### src/core/tc3_defines.vh
// Register map, field positions, reset values and divider counts of the timer block.
`ifndef TC3_DEFINES_VH
`define TC3_DEFINES_VH

// --------------------------------------------------------------
// Register word offsets (byte addresses)
// --------------------------------------------------------------
`define TC3_OFF_CONTROL   5'h00
`define TC3_OFF_RELOAD    5'h04
`define TC3_OFF_COUNT     5'h08
`define TC3_OFF_CAPTURE   5'h0C
`define TC3_OFF_STATUS    5'h10
`define TC3_OFF_MASK      5'h14
`define TC3_OFF_CONFIG    5'h18

// --------------------------------------------------------------
// Control register fields
// --------------------------------------------------------------
`define TC3_CTL_HI_FLAG   7
`define TC3_CTL_LO_FLAG   6
`define TC3_CTL_LO_IEN    5
`define TC3_CTL_CAP_EN    4
`define TC3_CTL_SPLIT     3
`define TC3_CTL_RUN       2
`define TC3_CTL_SEL_HI    1
`define TC3_CTL_SEL_LO    0

// --------------------------------------------------------------
// Status and mask fields, config fields
// --------------------------------------------------------------
`define TC3_ST_HI_OVF     0
`define TC3_ST_LO_OVF     1
`define TC3_ST_CAPTURE    2
`define TC3_CFG_TIMER_IEN 0
`define TC3_CFG_LO_EXT    1
`define TC3_CFG_HI_EXT    2

// --------------------------------------------------------------
// Reset values
// --------------------------------------------------------------
`define TC3_RST_CONTROL   8'h00
`define TC3_RST_RELOAD    16'h0000
`define TC3_RST_COUNT     16'h0000
`define TC3_RST_STATUS    3'h0
`define TC3_RST_MASK      3'h7
`define TC3_RST_CONFIG    3'h0

// --------------------------------------------------------------
// Clock source selections and dividers
// --------------------------------------------------------------
`define TC3_SEL_SYS_CMP   2'h0
`define TC3_SEL_OSC_CMP   2'h1
`define TC3_SEL_SYS_OSC   2'h2
`define TC3_SEL_CMP_OSC   2'h3
`define TC3_SYS_DIV       4'hC
`define TC3_OSC_DIV       3'h0

`endif

### src/core/tc3_sync.v
// Three-stage synchroniser with agreement filter and rising-edge pulse.
`timescale 1ns/1ps
module tc3_sync (
    // Clock and reset
    input  wire clk_i,
    input  wire rst_n_i,
    // Asynchronous input and synchronised results
    input  wire async_i,
    output reg  level_o,
    output reg  rise_o
);

    reg s1_reg;
    reg s2_reg;
    reg s3_reg;

    // --------------------------------------------------------------
    // Capture chain
    // --------------------------------------------------------------
    // The first stage feeds only the second, so metastability stays contained.
    always @(posedge clk_i or negedge rst_n_i) begin
        if (!rst_n_i) begin
            s1_reg  <= 1'b0;
            s2_reg  <= 1'b0;
            s3_reg  <= 1'b0;
            level_o <= 1'b0;
            rise_o  <= 1'b0;
        end else begin
            s1_reg <= async_i;
            s2_reg <= s1_reg;
            s3_reg <= s2_reg;
            rise_o <= 1'b0;
            if (s2_reg == s3_reg) begin
                level_o <= s3_reg;
                rise_o  <= s3_reg & ~level_o;
            end
        end
    end

endmodule // tc3_sync

### src/core/tc3_timer.v
// Timer control and status block with capture, split mode and Avalon-MM registers.
// What this block does
// In split mode the high flag is set when the upper byte overflows from FF and loads its reload byte.
// In 16-bit mode the high flag is set when the count overflows from FFFF and loads the reload value.
// With the timer interrupt enabled a set high flag requests an interrupt.
// Hardware never clears the high flag; software writes it to zero.
// The low flag is set when the lower byte overflows from FF and only software clears it.
// A low-byte overflow interrupts only when its own enable and the timer enable are both 1.
// With capture enabled each trigger copies the whole 16-bit count into the capture register.
// With capture, the timer interrupt and mask bit 2 enabled each capture requests an interrupt.
// With the split bit set the counter runs as two 8-bit timers, each with its own reload.
// With the split bit clear the counter runs as one 16-bit timer that reloads on overflow.
// The two flags, low interrupt enable, capture enable and split bit reset to 0 and are RW.
// In split mode the run bit gates only the upper byte; the lower byte always counts.
// The two-bit select field chooses the external count clock and the capture trigger.
// External clock sources are synchronised to the system clock before use.
// A hardware event in the same cycle as a software clear leaves the flag set.
`timescale 1ns/1ps
`include "tc3_defines.vh"
module tc3_timer (
    // Clock and reset
    input  wire        CLOCK_I,
    input  wire        RST_N_I,
    // Avalon-MM slave
    input  wire [4:0]  ADDRESS_I,
    input  wire        READ_I,
    input  wire        WRITE_I,
    input  wire [3:0]  BYTEENABLE_I,
    input  wire [31:0] WRITEDATA_I,
    output reg  [31:0] READDATA_O,
    output reg         WAITREQUEST_O,
    // External clock and trigger pins
    input  wire        EXT_OSC_I,
    input  wire        COMPARATOR_I,
    // Interrupt
    output reg         IRQ_O
);

    reg  [7:0]  control_reg;
    reg  [7:0]  control_next;
    reg  [15:0] reload_reg;
    reg  [15:0] reload_next;
    reg  [15:0] count_reg;
    reg  [15:0] count_next;
    reg  [15:0] capture_reg;
    reg  [15:0] capture_next;
    reg  [2:0]  status_reg;
    reg  [2:0]  status_next;
    reg  [2:0]  mask_reg;
    reg  [2:0]  mask_next;
    reg  [2:0]  config_reg;
    reg  [2:0]  config_next;
    reg  [3:0]  sys_div_reg;
    reg  [3:0]  sys_div_next;
    reg  [2:0]  osc_div_reg;
    reg  [2:0]  osc_div_next;
    reg  [31:0] rdata_next;
    reg         irq_next;
    reg         ext_tick;
    reg         cap_tick;
    reg         lo_tick;
    reg         hi_tick;
    reg         hi_ovf;
    reg         lo_ovf;
    reg         cap_evt;
    reg         irq_hi_term;
    reg         irq_lo_term;
    reg         irq_cap_term;
    reg         irq_st_term;

    wire        osc_rise;
    wire        cmp_rise;
    wire        sys_tick;
    wire        osc_tick;
    wire        acc;
    wire        acc_wr;
    wire        acc_rd;
    wire [1:0]  sel;
    wire        wr_control;
    wire        wr_reload;
    wire        wr_count;
    wire        wr_mask;
    wire        wr_config;
    wire        rd_status;

    // --------------------------------------------------------------
    // Pin synchronisers
    // --------------------------------------------------------------
    tc3_sync u_osc_sync (
        .clk_i   (CLOCK_I),
        .rst_n_i (RST_N_I),
        .async_i (EXT_OSC_I),
        .level_o (),
        .rise_o  (osc_rise)
    );

    tc3_sync u_cmp_sync (
        .clk_i   (CLOCK_I),
        .rst_n_i (RST_N_I),
        .async_i (COMPARATOR_I),
        .level_o (),
        .rise_o  (cmp_rise)
    );

    // --------------------------------------------------------------
    // Bus handshake
    // --------------------------------------------------------------
    // One wait cycle per access keeps read data registered and the decode off the path.
    assign acc    = (READ_I | WRITE_I) & ~WAITREQUEST_O;
    assign acc_wr = WRITE_I & ~WAITREQUEST_O;
    assign acc_rd = READ_I & ~WAITREQUEST_O;
    assign sel    = control_reg[`TC3_CTL_SEL_HI:`TC3_CTL_SEL_LO];

    // --------------------------------------------------------------
    // Register decode
    // --------------------------------------------------------------
    // Each strobe is live only on the edge that completes the access, never in the wait cycle.
    assign wr_control = acc_wr & (ADDRESS_I == `TC3_OFF_CONTROL);
    assign wr_reload  = acc_wr & (ADDRESS_I == `TC3_OFF_RELOAD);
    assign wr_count   = acc_wr & (ADDRESS_I == `TC3_OFF_COUNT);
    assign wr_mask    = acc_wr & (ADDRESS_I == `TC3_OFF_MASK);
    assign wr_config  = acc_wr & (ADDRESS_I == `TC3_OFF_CONFIG);
    assign rd_status  = acc_rd & (ADDRESS_I == `TC3_OFF_STATUS);

    // --------------------------------------------------------------
    // Clock sources
    // --------------------------------------------------------------
    assign sys_tick = (sys_div_reg == (`TC3_SYS_DIV - 4'h1));
    assign osc_tick = osc_rise & (osc_div_reg == (`TC3_OSC_DIV - 3'h1));

    always @* begin
        sys_div_next = sys_tick ? 4'h0 : sys_div_reg + 4'h1;
        osc_div_next = osc_rise ? osc_div_reg + 3'h1 : osc_div_reg;
        case (sel)
            `TC3_SEL_SYS_CMP: begin
                ext_tick = sys_tick;
                cap_tick = cmp_rise;
            end
            `TC3_SEL_OSC_CMP: begin
                ext_tick = osc_tick;
                cap_tick = cmp_rise;
            end
            `TC3_SEL_SYS_OSC: begin
                ext_tick = sys_tick;
                cap_tick = osc_tick;
            end
            `TC3_SEL_CMP_OSC: begin
                ext_tick = cmp_rise;
                cap_tick = osc_tick;
            end
            default: begin
                ext_tick = 1'b0;
                cap_tick = 1'b0;
            end
        endcase
        lo_tick = config_reg[`TC3_CFG_LO_EXT] ? ext_tick : 1'b1;
        hi_tick = config_reg[`TC3_CFG_HI_EXT] ? ext_tick : 1'b1;
    end

    // --------------------------------------------------------------
    // Counter
    // --------------------------------------------------------------
    always @* begin
        count_next = count_reg;
        hi_ovf     = 1'b0;
        lo_ovf     = 1'b0;
        if (control_reg[`TC3_CTL_SPLIT]) begin
            if (lo_tick) begin
                if (count_reg[7:0] == 8'hFF) begin
                    count_next[7:0] = reload_reg[7:0];
                    lo_ovf          = 1'b1;
                end else begin
                    count_next[7:0] = count_reg[7:0] + 8'h01;
                end
            end
            if (control_reg[`TC3_CTL_RUN] && hi_tick) begin
                if (count_reg[15:8] == 8'hFF) begin
                    count_next[15:8] = reload_reg[15:8];
                    hi_ovf           = 1'b1;
                end else begin
                    count_next[15:8] = count_reg[15:8] + 8'h01;
                end
            end
        end else if (control_reg[`TC3_CTL_RUN] && lo_tick) begin
            if (count_reg == 16'hFFFF) begin
                count_next = reload_reg;
                hi_ovf     = 1'b1;
            end else begin
                count_next = count_reg + 16'h0001;
            end
            lo_ovf = (count_reg[7:0] == 8'hFF);
        end
        // A count write wins over a same-cycle tick; the flags that tick raised still stand.
        if (wr_count) begin
            if (BYTEENABLE_I[0]) begin
                count_next[7:0] = WRITEDATA_I[7:0];
            end
            if (BYTEENABLE_I[1]) begin
                count_next[15:8] = WRITEDATA_I[15:8];
            end
        end
    end

    // --------------------------------------------------------------
    // Capture
    // --------------------------------------------------------------
    always @* begin
        cap_evt      = control_reg[`TC3_CTL_CAP_EN] & cap_tick;
        capture_next = cap_evt ? count_reg : capture_reg;
    end

    // --------------------------------------------------------------
    // Register writes
    // --------------------------------------------------------------
    always @* begin
        control_next = control_reg;
        reload_next  = reload_reg;
        mask_next    = mask_reg;
        config_next  = config_reg;
        status_next  = status_reg;
        if (wr_control && BYTEENABLE_I[0]) begin
            control_next = WRITEDATA_I[7:0];
        end
        if (wr_reload && BYTEENABLE_I[0]) begin
            reload_next[7:0] = WRITEDATA_I[7:0];
        end
        if (wr_reload && BYTEENABLE_I[1]) begin
            reload_next[15:8] = WRITEDATA_I[15:8];
        end
        if (wr_mask && BYTEENABLE_I[0]) begin
            mask_next = WRITEDATA_I[2:0];
        end
        if (wr_config && BYTEENABLE_I[0]) begin
            config_next = WRITEDATA_I[2:0];
        end
        if (rd_status) begin
            status_next = 3'h0;
        end
        // Hardware sets are applied last so they win over a same-cycle clear.
        if (hi_ovf) begin
            control_next[`TC3_CTL_HI_FLAG] = 1'b1;
            status_next[`TC3_ST_HI_OVF]    = 1'b1;
        end
        if (lo_ovf) begin
            control_next[`TC3_CTL_LO_FLAG] = 1'b1;
            status_next[`TC3_ST_LO_OVF]    = 1'b1;
        end
        if (cap_evt) begin
            status_next[`TC3_ST_CAPTURE] = 1'b1;
        end
    end

    // --------------------------------------------------------------
    // Read data multiplexer
    // --------------------------------------------------------------
    always @* begin
        case (ADDRESS_I)
            `TC3_OFF_CONTROL: rdata_next = {24'h000000, control_reg};
            `TC3_OFF_RELOAD:  rdata_next = {16'h0000, reload_reg};
            `TC3_OFF_COUNT:   rdata_next = {16'h0000, count_reg};
            `TC3_OFF_CAPTURE: rdata_next = {16'h0000, capture_reg};
            `TC3_OFF_STATUS:  rdata_next = {29'h00000000, status_reg};
            `TC3_OFF_MASK:    rdata_next = {29'h00000000, mask_reg};
            `TC3_OFF_CONFIG:  rdata_next = {29'h00000000, config_reg};
            default:          rdata_next = 32'h00000000;
        endcase
    end

    // --------------------------------------------------------------
    // Interrupt terms
    // --------------------------------------------------------------
    // The flag terms follow software clears and the status term follows the read clear.
    always @* begin
        irq_hi_term  = control_next[`TC3_CTL_HI_FLAG];
        irq_lo_term  = control_next[`TC3_CTL_LO_IEN] & control_next[`TC3_CTL_LO_FLAG];
        irq_cap_term = status_next[`TC3_ST_CAPTURE] & mask_next[`TC3_ST_CAPTURE];
        irq_st_term  = |(status_next & mask_next & {1'b0, control_next[`TC3_CTL_LO_IEN], 1'b1});
        irq_next     = config_reg[`TC3_CFG_TIMER_IEN]
                     & (irq_hi_term | irq_lo_term | irq_cap_term | irq_st_term);
    end

    // --------------------------------------------------------------
    // Bus outputs
    // --------------------------------------------------------------
    // Read data are loaded in the wait cycle and then hold, so a late sample still sees them.
    always @(posedge CLOCK_I or negedge RST_N_I) begin
        if (!RST_N_I) begin
            READDATA_O    <= 32'h00000000;
            WAITREQUEST_O <= 1'b1;
        end else begin
            READDATA_O    <= (READ_I & WAITREQUEST_O) ? rdata_next : READDATA_O;
            WAITREQUEST_O <= ~((READ_I | WRITE_I) & WAITREQUEST_O & ~acc);
        end
    end

    // --------------------------------------------------------------
    // Counter, capture and dividers
    // --------------------------------------------------------------
    always @(posedge CLOCK_I or negedge RST_N_I) begin
        if (!RST_N_I) begin
            count_reg     <= `TC3_RST_COUNT;
            capture_reg   <= `TC3_RST_COUNT;
            sys_div_reg   <= 4'h0;
            osc_div_reg   <= 3'h0;
        end else begin
            count_reg     <= count_next;
            capture_reg   <= capture_next;
            sys_div_reg   <= sys_div_next;
            osc_div_reg   <= osc_div_next;
        end
    end

    // --------------------------------------------------------------
    // Software registers and flags
    // --------------------------------------------------------------
    always @(posedge CLOCK_I or negedge RST_N_I) begin
        if (!RST_N_I) begin
            control_reg   <= `TC3_RST_CONTROL;
            reload_reg    <= `TC3_RST_RELOAD;
            status_reg    <= `TC3_RST_STATUS;
            mask_reg      <= `TC3_RST_MASK;
            config_reg    <= `TC3_RST_CONFIG;
        end else begin
            control_reg   <= control_next;
            reload_reg    <= reload_next;
            status_reg    <= status_next;
            mask_reg      <= mask_next;
            config_reg    <= config_next;
        end
    end

    // --------------------------------------------------------------
    // Interrupt output
    // --------------------------------------------------------------
    always @(posedge CLOCK_I or negedge RST_N_I) begin
        if (!RST_N_I) begin
            IRQ_O         <= 1'b0;
        end else begin
            IRQ_O         <= irq_next;
        end
    end

endmodule // tc3_timer

### config.mk
export PLATFORM = sky130hd
export DESIGN_NAME = tc3_timer
export DESIGN_NICKNAME = d
export VERILOG_FILES = /design/src/core/tc3_sync.v /design/src/core/tc3_timer.v
export VERILOG_INCLUDE_DIRS = /design/src /design/src/core
export SDC_FILE = /design/constraint.sdc
export NUM_CORES = 1
export LEC_CHECK = 0
export BUFFER_PORTS_ARGS = -buffer_cell sky130_fd_sc_hd__buf_2
export CAP_MARGIN = 40
export CORE_MARGIN = 4
export CORE_UTILIZATION = 57
export DETAILED_ROUTE_END_ITERATION = 6
export PLACE_DENSITY = 0.78
export SYNTH_ARGS = -nofsm -noshare
export SYNTH_HDL_FRONTEND = slang
export SYNTH_SLANG_ARGS = --single-unit
### constraint.sdc
create_clock -name CLOCK_I -period 3.12 [get_ports CLOCK_I]
set_clock_uncertainty 0.2 [all_clocks]
set_input_delay 0.624 -clock CLOCK_I [delete_from_list [all_inputs] [get_ports CLOCK_I]]
set_output_delay 0.624 -clock CLOCK_I [all_outputs]
set_load 0.1 [all_outputs]
==> out/metrics.yaml <==
place:
  place_congestion: 0.9599
  io_buffers: 46
  hpwl_um: 9558
global_route:
  grt_use_met2_pct: 36.85
  grt_overflow_total: 0
  met1_usage_pct: 35.84
  first_global_vias: 4181
  grt_pass1_wl_um: 21590
  grt.busiest_layer: "met2"
  track_usage_pct: 24.40
  grt_max_degree: 55
  antenna_found_initial: 0
  use_met3_pct: 4.015
final_layout:
  layout-drive-gt1-share_pct: 25.09
  final_nets: 629
  area_growth_pct: 9.519
  insertedDiodeCount: 0
  layout_commonest_cell: "dfrtp_1"
  layout_common_cells: "96 x dfrtp_1, 66 x nand2_1, 49 x mux2_2, 45 x buf_2, 38 x nor2_1"
  nFillCells: 754
critical_path:
  critical_path_class: "flop to flop"
  cpMostUsedCell: "o21ai_1"
  r2r-end: "count_reg[2]"
  slowest_stage: "or4_1"
  cp_cell_sequence: "ha_1 > nand3_2 > or4_1 > o21ai_1 > a21oi_1 > mux2_2 > o21ai_1"
  r2r_start: "count_reg[1]"
  arrival_ns: 2.94
  crit_end: "count_reg[2]"
  cp-end-kind: "flop"
  required_ns: 3.20
  max_stage_delay_ns: 0.86
  critPathMaxFanout: 15
  cp-startpoint: "count_reg[1]"
  r2r_cells: 7
  r2r_setup_slack_ns: 0.26
  worst_setup_path_start_kind: "flop"
timing:
  maxSlewViolCount: 0
  setup_violations: 0
  worst_pin_slew_ns: 0.7541
  hold_viol: 0
  timing.final.crit_share_pct: 91.64
  fin_crit_ns: 2.859
  rsz0062_at_grt: "no"
  max_freq_mhz: 349.8
  tns_ns: 0
  relSlewSlack_pct: 49.31
yosys:
  synth-edff-count: 0
  synth_ff_type: "dfrtp_1"
  postSynthCellCount: 532
  synth.avg_cell_area_um2: 10.03
  yosys.cell_types.count: 67
  yosysWarnings: 0
  syn_area_um2: 5336
  synthTopCellsByArea: "dfrtp_1 45%, mux2_2 10%, nand2_1 4.6%"
  ys_ff_latch: 100
  netlist.area_leader.share_pct: 45.02
  async_flop_share_pct: 100.0
  seq_area_frac_synth_pct: 46.99
  synth_top_cell_by_area: "dfrtp_1"
drt:
  totalWireLength_um: 12860
  vias: 4373
  wl_per_cell_um: 18.55
  first_pass_iters: 5
  drcViolationCount: 0
  vias_per_cell: 6.310
  ant_nets: 0
  drt_iter0_drc: 289
die:
  core_area_um2: 9196
  dieArea_um2: 10970
  fp.dieH_um: 104.8
  start_util_pct: 58.03
  fp.dieW_um: 104.8
  io_pins: 81
  core.rowCount: 35
pwr:
  p_clk_share_pct: 21.9
  p_sw_mw: 1.425
  internal_power_mw: 2.237
  p_leak_nw: 2.674
  switching_share_pct: 38.91
  p_comb_share_pct: 27.3
  power_density_nw_per_um2: 626.5
  p_seq_share_pct: 50.8
  max-vdd-ir-drop_v: 0.0003251
  power_mw: 3.662
job:
  drv_cap: 0
clock_network:
  cts-root-buf: "clkbuf_8"
  cts_tree: "built"
  clock_sinks: 100
  htreeDepth: 3
  clk_pin_slew_ns: 0.11
  clock_latency_ns: 0.37
  cts_made_buffers: 9
  cts_buffer_depth: 2
  cts_resized: 0
worst_hold_path:
  hp-start: "COMPARATOR_I"
  min_path_type: "primary input to flop"
  worst_hold_path.num_cells: 1
status:
  status: "finished, final reports clean"
-- layer usage --
metal / up-vias / share of wire, %
met5: - / 0
met4: 0 / 2.1
met3: 24 / 8.0
met2: 209 / 45
met1: 2127 / 45
li1: 2013 / -
-- stage by stage --
stage | utilization [%] | instances | instance area [um^2] | hold WS [ns] | setup WS (ns)
floorplan | - | 547 | 5393 | 0.1284 | 0.6067
global placement | 61.14 | 675 | 5623 | 0.1339 | 0.3592
detailed placement | 61.44 | 676 | 5650 | 0.1403 | 0.3365
CTS | 63.55 | 693 | 5844 | 0.1454 | 0.2943
global route | 63.55 | 693 | 5844 | 0.1365 | 0.1446
finish | 63.55 | 693 | 5844 | 0.1481 | 0.2609
-- area by class of cell --
class	instances	area (um^2)	area share (%)
multi-input cells	398	2620	44.83
flip-flops and latches	100	2507	42.90
repair buffers	61	367.9	6.294
well taps	111	138.9	2.376
clock buffers	10	127.6	2.184
clock inverters	6	56.30	0.9634
inverters	7	26.28	0.4496
-- worst min path at each step --
| stage | to |
|---|---|
| 4_1_cts | u_cmp_sync.s1_reg |
| 2_1_floorplan | IRQ_O |
| 6_report | u_cmp_sync.s1_reg |
| 3_5_place_dp | u_osc_sync.s2_reg |
| 5_1_grt | u_cmp_sync.s1_reg |
| 3_3_place_gp | u_cmp_sync.s2_reg |
-- Yosys cell counts, drive strengths merged, types with 5 or more instances --
| cell | count |
|---|---|
| and2 | 5 |
| nand4 | 5 |
| clkbuf | 15 |
| nor2 | 38 |
| mux2i | 5 |
| o31ai | 5 |
| buf | 27 |
| nand3 | 13 |
| a21oi | 28 |
| inv | 7 |
| a22oi | 13 |
| ha | 5 |
| dfrtp | 96 |
| nand2 | 70 |
| nand2b | 5 |
| o21ai | 34 |
| o211ai | 5 |
| nor4 | 5 |
| mux2 | 50 |
| a31oi | 10 |
| a22o | 15 |
| nor3 | 10 |
| a21o | 5 |
-- worst max-delay path: cells and delay by family, from the launching register on --
kind	cells	cell delay, ns
flops	1	0.50
compound gates	3	0.49
mux	1	0.27
simple gates	2	1.05
fa+ha+maj	1	0.27
-- what timing repair did --
action,in CTS,in global routing
hold endpoints to repair,22,0
hold buffers,1,0
setup buffers,0,0
-- logic make-up after synthesis --
kind of cell / Yosys count / share of synthesized area [%]
compound gates: 143 / 17.94
buf+inv: 49 / 4.971
mux: 55 / 11.56
fa+ha+maj: 7 / 1.547
simple gates: 172 / 16.11
flops: 100 / 46.99
xor+xnor: 5 / 0.8208
other cells: 1 / 0.07027
-- power by group through the flow --
stage	combinational (mW)	clock (mW)	sequential (mW)
finish	1.00	0.801	1.86
global route	1.11	0.863	1.89
CTS	0.992	0.807	1.84
detailed placement	0.986	0	1.87
global placement	0.940	0	1.85
floorplan	0.861	0	1.71
(Power assumes the default switching activity.)
